===== src/sbsc_pkg.sv =====
// shared constants and types of the burst sram control block
package sbsc_pkg;
    // organisation: four nine-bit byte lanes, 512k words
    localparam int LANES = 4;
    localparam int LANE_W = 9;
    localparam int DATA_W = LANES * LANE_W;
    localparam int ADDR_W = 19;
    localparam int LOW_W = 2;
    // burst step start and increment
    localparam logic [LOW_W-1:0] STEP_FIRST = 2'h0;
    localparam logic [LOW_W-1:0] STEP_INC = 2'h1;
    // lane masks
    localparam logic [LANES-1:0] LANES_NONE = 4'h0;
    localparam logic [LANES-1:0] LANES_ALL = 4'hf;
    localparam logic [LANES-1:0] LANES_NARROW = 4'h3;

    // static mode pins, one bit each
    typedef struct packed {
        logic burst_order_sel_n;  // low: linear, high: interleaved
        logic flow_through_sel_n; // low: flow-through, high: pipeline
        logic deselect_mode_sel;  // low: dual, high: single cycle deselect
        logic drive_strength_sel; // low: high drive
        logic sleep_req;          // high: standby
    } sbsc_mode_t;

    // levels the pad resistors give an open pin
    localparam sbsc_mode_t MODE_DEFAULT = '{1'h1, 1'h1, 1'h1, 1'h1, 1'h0};

    // synchronous bus controls, all active low
    typedef struct packed {
        logic chip_select_n;
        logic proc_addr_strobe_n;
        logic ctrl_addr_strobe_n;
        logic burst_advance_n;
        logic global_write_n;
        logic byte_write_n;
        logic [LANES-1:0] lane_write_en_n; // index 0..3 is lane a..d
    } sbsc_bus_t;

    // captured cycle type, gray along desel-read-write
    typedef enum logic [1:0] {
        CYC_DESEL = 2'h0,
        CYC_READ = 2'h1,
        CYC_WRITE = 2'h3
    } sbsc_cyc_t;

    // low word address from preset and step
    function automatic logic [LOW_W-1:0] burst_low(input logic [LOW_W-1:0] preset,
                                                   input logic [LOW_W-1:0] step,
                                                   input logic interleave);
        burst_low = interleave ? (preset ^ step) : LOW_W'(preset + step);
    endfunction

    // lanes that exist in the chosen organisation
    function automatic logic [LANES-1:0] lane_mask(input logic wide);
        lane_mask = wide ? LANES_ALL : LANES_NARROW;
    endfunction
endpackage


===== src/sbsc_core.sv =====
`timescale 1ns/1ps
module sbsc_core
    import sbsc_pkg::*;
#(
    parameter bit WIDE_ORG = 1'h1 // 1: four lanes, 0: lanes a and b only
) (
    input wire logic REF_CLK_I,
    input wire logic RST_I,
    input wire sbsc_mode_t MODE_PINS_I,
    input wire sbsc_bus_t BUS_CTRL_I,
    input wire logic [ADDR_W-1:0] ADDR_I,
    input wire logic OUT_EN_N_I,
    input wire logic [DATA_W-1:0] DQ_I,
    output logic [DATA_W-1:0] DQ_O,
    output logic [LANES-1:0] DQ_OE_O,
    output logic [ADDR_W-1:0] ARRAY_ADDR_O,
    output logic [LANES-1:0] ARRAY_WE_O,
    output logic [DATA_W-1:0] ARRAY_WDATA_O,
    input wire logic [DATA_W-1:0] ARRAY_RDATA_I,
    output logic STANDBY_O,
    output logic DRIVE_HIGH_O
);

    // mode pin synchroniser, three stages plus agreed value
    sbsc_mode_t meta_r, meta_nxt; // first stage, read by second only
    sbsc_mode_t s2_r, s2_nxt;
    sbsc_mode_t s3_r, s3_nxt;
    sbsc_mode_t mode_r, mode_nxt; // accepted mode setting

    // access state
    sbsc_cyc_t cyc_r, cyc_nxt;        // type of last captured cycle
    logic [ADDR_W-1:LOW_W] hi_r, hi_nxt; // upper word address
    logic [LOW_W-1:0] preset_r, preset_nxt; // burst start address
    logic [LOW_W-1:0] step_r, step_nxt;     // burst step index
    logic [LANES-1:0] we_r, we_nxt;         // array lane strobes
    logic [DATA_W-1:0] wdata_r, wdata_nxt;  // captured write data

    // output stage
    logic rd_s2_r, rd_s2_nxt;   // pipelined read slot valid
    logic hold_r, hold_nxt;     // dual deselect extra drive cycle
    logic [DATA_W-1:0] dout_r, dout_nxt; // output data register

    // decoded controls
    logic interleave; // burst order
    logic pipe_mode;  // output register in use
    logic scd_mode;   // single cycle deselect
    logic sleep;      // standby
    logic ce;         // chip selected
    logic proc_start; // processor strobe start
    logic ctrl_start; // controller strobe start
    logic start;      // new external address
    logic desel_req;  // deselect this edge
    logic busy;       // burst in progress
    logic hold_req;   // continue or suspend
    logic adv_go;     // counter steps this edge
    logic wr_req;     // write requested
    logic [LANES-1:0] wr_lanes; // lanes to write
    logic drive;      // outputs allowed by the cycle pipeline

    // synchroniser next values
    always_comb begin
        meta_nxt = MODE_PINS_I;
        s2_nxt = meta_r;
        s3_nxt = s2_r;
        mode_nxt = mode_r;
        // a change counts once stages two and three agree
        if (s2_r == s3_r) begin
            mode_nxt = s3_r;
        end
    end

    // synchroniser registers
    always_ff @(posedge REF_CLK_I or posedge RST_I) begin
        if (RST_I) begin
            meta_r <= MODE_DEFAULT;
            s2_r <= MODE_DEFAULT;
            s3_r <= MODE_DEFAULT;
            mode_r <= MODE_DEFAULT;
        end else begin
            meta_r <= meta_nxt;
            s2_r <= s2_nxt;
            s3_r <= s3_nxt;
            mode_r <= mode_nxt;
        end
    end

    // mode and bus decode
    always_comb begin
        scd_mode = mode_r.deselect_mode_sel;
        interleave = mode_r.burst_order_sel_n;
        pipe_mode = mode_r.flow_through_sel_n;
        sleep = mode_r.sleep_req;
        ce = ~BUS_CTRL_I.chip_select_n;
        proc_start = ce & ~BUS_CTRL_I.proc_addr_strobe_n;
        ctrl_start = ce & ~BUS_CTRL_I.ctrl_addr_strobe_n & BUS_CTRL_I.proc_addr_strobe_n;
        start = (proc_start | ctrl_start) & ~sleep;
        desel_req = (~ce & ~BUS_CTRL_I.ctrl_addr_strobe_n) | sleep;
        busy = (cyc_r != CYC_DESEL);
        hold_req = ~start & ~desel_req & busy;
        adv_go = hold_req & ~BUS_CTRL_I.burst_advance_n;
        wr_req = ~BUS_CTRL_I.global_write_n | ~BUS_CTRL_I.byte_write_n;
        if (~BUS_CTRL_I.global_write_n) begin
            wr_lanes = LANES_ALL;
        end else if (~BUS_CTRL_I.byte_write_n) begin
            wr_lanes = ~BUS_CTRL_I.lane_write_en_n;
        end else begin
            wr_lanes = LANES_NONE;
        end
        wr_lanes = wr_lanes & lane_mask(WIDE_ORG);
    end

    // access next values
    always_comb begin
        cyc_nxt = cyc_r;
        hi_nxt = hi_r;
        preset_nxt = preset_r;
        step_nxt = step_r;
        case (cyc_r)
            CYC_DESEL: begin
                // only an external start leaves deselect
                if (start) begin
                    cyc_nxt = (proc_start | ~wr_req) ? CYC_READ : CYC_WRITE;
                end
            end
            CYC_READ, CYC_WRITE: begin
                // continue and suspend keep the burst
                cyc_nxt = wr_req ? CYC_WRITE : CYC_READ;
                if (start) begin
                    cyc_nxt = (proc_start | ~wr_req) ? CYC_READ : CYC_WRITE;
                end
            end
            default: begin
                cyc_nxt = CYC_DESEL;
            end
        endcase
        if (start) begin
            hi_nxt = ADDR_I[ADDR_W-1:LOW_W];
            preset_nxt = ADDR_I[LOW_W-1:0];
            step_nxt = STEP_FIRST;
        end else if (adv_go) begin
            step_nxt = LOW_W'(step_r + STEP_INC);
        end
        if (desel_req) begin
            cyc_nxt = CYC_DESEL;
        end
        // array strobes and data for a write cycle
        we_nxt = (cyc_nxt == CYC_WRITE) ? wr_lanes : LANES_NONE;
        wdata_nxt = (cyc_nxt == CYC_WRITE) ? DQ_I : wdata_r;
    end

    always_ff @(posedge REF_CLK_I or posedge RST_I) begin
        if (RST_I) begin
            cyc_r <= CYC_DESEL;
            hi_r <= '0;
            preset_r <= STEP_FIRST;
            step_r <= STEP_FIRST;
            we_r <= LANES_NONE;
            wdata_r <= '0;
        end else begin
            cyc_r <= cyc_nxt;
            hi_r <= hi_nxt;
            preset_r <= preset_nxt;
            step_r <= step_nxt;
            we_r <= we_nxt;
            wdata_r <= wdata_nxt;
        end
    end

    // output stage next values
    always_comb begin
        rd_s2_nxt = (cyc_r == CYC_READ);
        // in pipeline mode dual deselect holds the last read one more cycle
        hold_nxt = rd_s2_r & ~scd_mode & (cyc_r == CYC_DESEL);
        dout_nxt = (cyc_r == CYC_READ) ? ARRAY_RDATA_I : dout_r;
    end

    // output stage registers
    always_ff @(posedge REF_CLK_I or posedge RST_I) begin
        if (RST_I) begin
            rd_s2_r <= 1'h0;
            hold_r <= 1'h0;
            dout_r <= '0;
        end else begin
            rd_s2_r <= rd_s2_nxt;
            hold_r <= hold_nxt;
            dout_r <= dout_nxt;
        end
    end

    // driver enable and data select
    always_comb begin
        if (sleep) begin
            drive = 1'h0;
        end else if (pipe_mode) begin
            drive = (rd_s2_r | hold_r) & (cyc_r != CYC_WRITE);
        end else begin
            drive = (cyc_r == CYC_READ);
        end
        DQ_OE_O = {LANES{drive & ~OUT_EN_N_I}} & lane_mask(WIDE_ORG);
        DQ_O = pipe_mode ? dout_r : ARRAY_RDATA_I;
        ARRAY_ADDR_O = {hi_r, burst_low(preset_r, step_r, interleave)};
        ARRAY_WE_O = we_r;
        ARRAY_WDATA_O = wdata_r;
        STANDBY_O = sleep;
        DRIVE_HIGH_O = ~mode_r.drive_strength_sel;
    end

    // checks on the burst counter
    chk_load_preset: assert property (@(posedge REF_CLK_I) disable iff (RST_I)
        start |=> ARRAY_ADDR_O == $past(ADDR_I))
        else $error("start did not load the external address");
    chk_linear_step: assert property (@(posedge REF_CLK_I) disable iff (RST_I)
        adv_go & ~interleave & $stable(interleave) |=>
        ARRAY_ADDR_O[LOW_W-1:0] == LOW_W'($past(ARRAY_ADDR_O[LOW_W-1:0]) + STEP_INC))
        else $error("linear burst did not add one");
    chk_interleave_step: assert property (@(posedge REF_CLK_I) disable iff (RST_I)
        adv_go & interleave |=> ARRAY_ADDR_O[LOW_W-1:0] == (preset_r ^ LOW_W'($past(step_r) + STEP_INC)))
        else $error("interleaved burst address wrong");
    chk_burst_wrap: assert property (@(posedge REF_CLK_I) disable iff (RST_I)
        start ##1 adv_go [*4] |=> ARRAY_ADDR_O[LOW_W-1:0] == $past(ADDR_I[LOW_W-1:0], 5))
        else $error("burst did not wrap to preset");
    chk_dummy_read: assert property (@(posedge REF_CLK_I) disable iff (RST_I)
        adv_go & OUT_EN_N_I |=> step_r == LOW_W'($past(step_r) + STEP_INC))
        else $error("dummy read did not advance");

    // checks on cycle decode
    chk_desel_block: assert property (@(posedge REF_CLK_I) disable iff (RST_I)
        ~ce & ~BUS_CTRL_I.ctrl_addr_strobe_n |=> cyc_r == CYC_DESEL && ARRAY_WE_O == LANES_NONE)
        else $error("unselected strobe did not deselect");
    chk_global_write: assert property (@(posedge REF_CLK_I) disable iff (RST_I)
        ctrl_start & ~sleep & ~BUS_CTRL_I.global_write_n |=> ARRAY_WE_O == lane_mask(WIDE_ORG))
        else $error("global write missed a lane");
    chk_byte_lanes: assert property (@(posedge REF_CLK_I) disable iff (RST_I)
        ctrl_start & ~sleep & BUS_CTRL_I.global_write_n & ~BUS_CTRL_I.byte_write_n |=>
        ARRAY_WE_O == (~$past(BUS_CTRL_I.lane_write_en_n) & lane_mask(WIDE_ORG)))
        else $error("byte write lanes wrong");
    chk_read_no_we: assert property (@(posedge REF_CLK_I) disable iff (RST_I)
        cyc_r == CYC_READ |-> ARRAY_WE_O == LANES_NONE)
        else $error("read cycle strobed the array");

    // checks on the data pins
    chk_hiz_write: assert property (@(posedge REF_CLK_I) disable iff (RST_I)
        cyc_r == CYC_WRITE |-> DQ_OE_O == LANES_NONE)
        else $error("pins driven during write");
    chk_narrow_lanes: assert property (@(posedge REF_CLK_I) disable iff (RST_I)
        ~WIDE_ORG |-> ((DQ_OE_O | ARRAY_WE_O) & ~LANES_NARROW) == LANES_NONE)
        else $error("absent lane active");
    chk_oe_off: assert property (@(posedge REF_CLK_I) disable iff (RST_I)
        OUT_EN_N_I | sleep |-> DQ_OE_O == LANES_NONE)
        else $error("drivers on with output enable high");
    chk_pipe_latency: assert property (@(posedge REF_CLK_I) disable iff (RST_I)
        pipe_mode & $stable(pipe_mode) & cyc_r == CYC_READ |=> DQ_O == $past(ARRAY_RDATA_I))
        else $error("pipelined data not one clock later");
    chk_dual_hold: assert property (@(posedge REF_CLK_I) disable iff (RST_I)
        pipe_mode & ~scd_mode & rd_s2_r & cyc_r == CYC_DESEL & ~sleep ##1
        ~OUT_EN_N_I & ~sleep & cyc_r != CYC_WRITE
        |-> DQ_OE_O[0])
        else $error("dual deselect released drivers early");
    chk_single_off: assert property (@(posedge REF_CLK_I) disable iff (RST_I)
        pipe_mode & scd_mode & $stable(scd_mode) & cyc_r == CYC_DESEL |=> DQ_OE_O == LANES_NONE)
        else $error("single deselect kept drivers on");

endmodule // sbsc_core


===== config.mk =====
export PLATFORM = sky130hd
export DESIGN_NAME = sbsc_core
export DESIGN_NICKNAME = d
export VERILOG_FILES = /design/src/sbsc_pkg.sv /design/src/sbsc_core.sv
export SDC_FILE = /design/constraint.sdc
export NUM_CORES = 1
export LEC_CHECK = 0
export BUFFER_PORTS_ARGS = -buffer_cell sky130_fd_sc_hd__buf_4
export CAP_MARGIN = 20
export CORE_AREA = 5 5 125 91
export DETAILED_ROUTE_END_ITERATION = 8
export DIE_AREA = 0 0 130 96
export GPL_ROUTABILITY_DRIVEN = 0
export PLACE_DENSITY = 0.93
export SKIP_LAST_GASP = 1
export SLEW_MARGIN = 30
export SYNTH_ARGS = -nofsm -noshare
export SYNTH_HDL_FRONTEND = slang
export SYNTH_SLANG_ARGS = --single-unit

===== constraint.sdc =====
create_clock -name REF_CLK_I -period 11.15 [get_ports REF_CLK_I]
set_clock_uncertainty 0.05 [all_clocks]
set_input_delay 1.115 -clock REF_CLK_I [delete_from_list [all_inputs] [get_ports REF_CLK_I]]
set_output_delay 1.115 -clock REF_CLK_I [all_outputs]
set_load 0.02 [all_outputs]

==> impl_metrics.tcl <==
set metrics [dict create \
    status "finished, final reports clean" \
    synth_edf_count 0 \
    cts_tree "yes" \
    regToRegStartpoint "STANDBY_O$_DFFE_PP0N_" \
    cts_made_buffers 17 \
    die_h_um 96 \
    critPathCaptureType "output port" \
    max_slew_margin_pct 42.5 \
    timing.final.hold_violations 0 \
    grt_pass1_vias 3904 \
    synth_top_area_cell "dfrtp_1" \
    power.density_mw_per_mm2 294 \
    syn-cell-area_mm2 0.00498 \
    cts_setup_buffers 0 \
    place.detailed.hpwl_mm 8.99 \
    holdPathStages 0 \
    fin_setup_tns_ns 0 \
    clkTransAtPathRegs_ns 0.05 \
    antenna_found_initial 0 \
    max_clock_freq_mhz 255 \
    antennaDiodeCount 0 \
    track_usage_pct 19.7 \
    drtIter0Drc 130 \
    ys_seq_elements 121 \
    clock_path_buffers 2 \
    ant_nets 0 \
    wirelength_mm 11.9 \
    drc 0 \
    drv_slew 0 \
    seq_area_frac_synth_pct 61.2 \
    tightest_slew_ns 0.862 \
    hp-start "meta_r[3]$_DFF_PP1_" \
    ys.flop_type "dfrtp_1" \
    yosys-top-cells-area "dfrtp_1 (53%), mux2_2 (21%), dfstp_2 (8.4%)" \
    critical_path.startpoint "cyc_r[0]$_DFF_PP0_" \
    ir_drop_mv 0.199 \
    required_ns 9.99 \
    yosysWarningCount 0 \
    fp-row-count 31 \
    ys_types 28 \
    worstSetupPathType "register to output port" \
    area_delta_synth_final_pct 45.3 \
    synth.most_common_cell "nand2_1" \
    grt_pass1_wl_mm 19.0 \
    floorplan.initialDensity_pct 49.4 \
    clock_latency_ns 0.40 \
    port_buffers 209 \
    ctsHtreeMaxLevel 4 \
    die_area_mm2 0.0125 \
    start_kind "register" \
    crit_arrival_ns 2.75 \
    via_count 3659 \
    rsz0062_at_grt "no" \
    fp.coreArea_mm2 0.0101 \
    firstDrtPassIters 4 \
    layout_min_cycle_time_ns 3.92 \
    viasPerCell 4.88 \
    syn_nets 505 \
    cts_hold_repair.buffers 0 \
    cts_resized 0 \
    r2r_cells 4 \
    num_io_pins 210 \
    synthTopCellsByCount "nand2_1 (111), dfrtp_1 (105), mux2_2 (95)" \
    dpl_cell_area_mm2 0.00662 \
    die_x_um 130 \
    drive_above_1_share_pct 57.8 \
    p_leak_nw 3.58 \
    async_reset_ff_share_pct 100 \
    overflow 0 \
    synthCells 395 \
    hold_path.class "register to register" \
    fin_area_mm2 0.00724 \
    nets 715 \
    cts_sinks 121 \
    synthDominantCellAreaShare_pct 52.7 \
    clock_tree.root_cell "clkbuf_16" \
    min_period_over_period_pct 35.1 \
    finalSetupViolCount 0 \
    routed_wire_length_per_instance_um 15.9 \
    grt_max_degree 71 \
    max-cap-violations 0 \
    fillers 730 \
    cp_max_fo 38 \
    avgSynthCellArea_um2 12.6 \
]
[layer usage]
| layer | routed length [um] | share of wire (%) | vias up | global-route usage, % |
|---|---|---|---|---|
| li1 | - | - | 1733 | - |
| met1 | 4590 | 39 | 1774 | 23.4 |
| met2 | 6030 | 51 | 141 | 33.2 |
| met3 | 1150 | 9.7 | 11 | 7.93 |
| met4 | 132 | 1.1 | 0 | 6.23 |
| met5 | 0 | 0 | - | 0 |
[cell usage in the layout, fill, tap and decap left out, types with 3 or more instances in the layout]
cell and instances:
buf_4 212, dfrtp_1 105, dfstp_2 16, o21ai_0 6, clkbuf_16 17, xnor2_1 4, clkbuf_1 4, mux2_2 95
bufinv_16 3, nor2_1 7, clkbuf_8 4, and2_1 5, xor2_1 4, nand2_1 111
[registers in the layout (all words and copies together), names as in the netlist, 2 cells and up]
register / cells
ARRAY_WE_O: 4
s2_r: 5
cyc_r: 2
meta_r: 5
hi_r: 17
ARRAY_WDATA_O: 36
preset_r: 2
dout_r: 36
step_r: 2
s3_r: 5
[final cells by class]
| class | count | area, um^2 | share of cell area, % |
|---|---|---|---|
| flip-flops and latches | 121 | 3050 | 42.1 |
| multi-input cells | 248 | 1790 | 24.8 |
| repair buffers | 213 | 1600 | 22.1 |
| clock buffers | 25 | 495 | 6.85 |
| well taps | 132 | 165 | 2.28 |
| clock inverters | 7 | 115 | 1.59 |
| inverters | 4 | 17.5 | 0.242 |
[metrics by stage]
| stage | hold slack [ns] | setup WS, ns | power [mW] | util (%) | instances |
|---|---|---|---|---|---|
| global placement | 0.286 | 7.16 | 1.54 | 65.7 | 718 |
| global route | 0.306 | 7.03 | 2.24 | 71.8 | 750 |
| detailed placement | 0.293 | 7.29 | 1.58 | 65.7 | 718 |
| finish | 0.304 | 7.23 | 2.13 | 71.8 | 750 |
| floorplan | 0.281 | 6.80 | 1.21 | - | 395 |
| CTS | 0.304 | 6.86 | 2.15 | 71.7 | 750 |
[path summary, 6_finish.rpt]
path	endpoint	slack, ns
worst max-delay path	DQ_OE_O[0]	7.23
worst min-delay path	s2_r[3]$_DFF_PP1_	0.30
max in group asynchronous	ARRAY_WDATA_O[13]$_DFFE_PP0N_	9.24
min in group asynchronous	ARRAY_WDATA_O[27]$_DFFE_PP0N_	0.74
worst max register to register	ARRAY_WDATA_O[8]$_DFFE_PP0N_	9.11
worst min register to register	s2_r[3]$_DFF_PP1_	0.30
[power breakdown]
| part | switching [mW] | internal [mW] |
|---|---|---|
| logic | 0.441 | 0.406 |
| registers | 0.103 | 0.619 |
| clock network | 0.182 | 0.374 |
| total | 0.726 | 1.40 |
[worst max-delay path, stage by stage, from the launching register on]
cell       delay (ns)
dfrtp_1          0.42
or2b_2           0.57
inv_2            0.54
a21oi_1          0.07
a2111oi_0        0.40
buf_4            0.21
buf_4            0.15
[cells by family (layout without fill, tap and decap cells)]
group / after synthesis / count (layout) / share of synthesized area (%)
compound gates: 13 / 13 / 1.98
fa+ha+maj: 1 / 1 / 0.251
flops: 121 / 121 / 61.2
buf+inv: 26 / 249 / 2.96
mux: 96 / 96 / 21.7
xor+xnor: 8 / 8 / 1.41
simple gates: 130 / 130 / 10.5
Power figures use the tool's default switching activity.
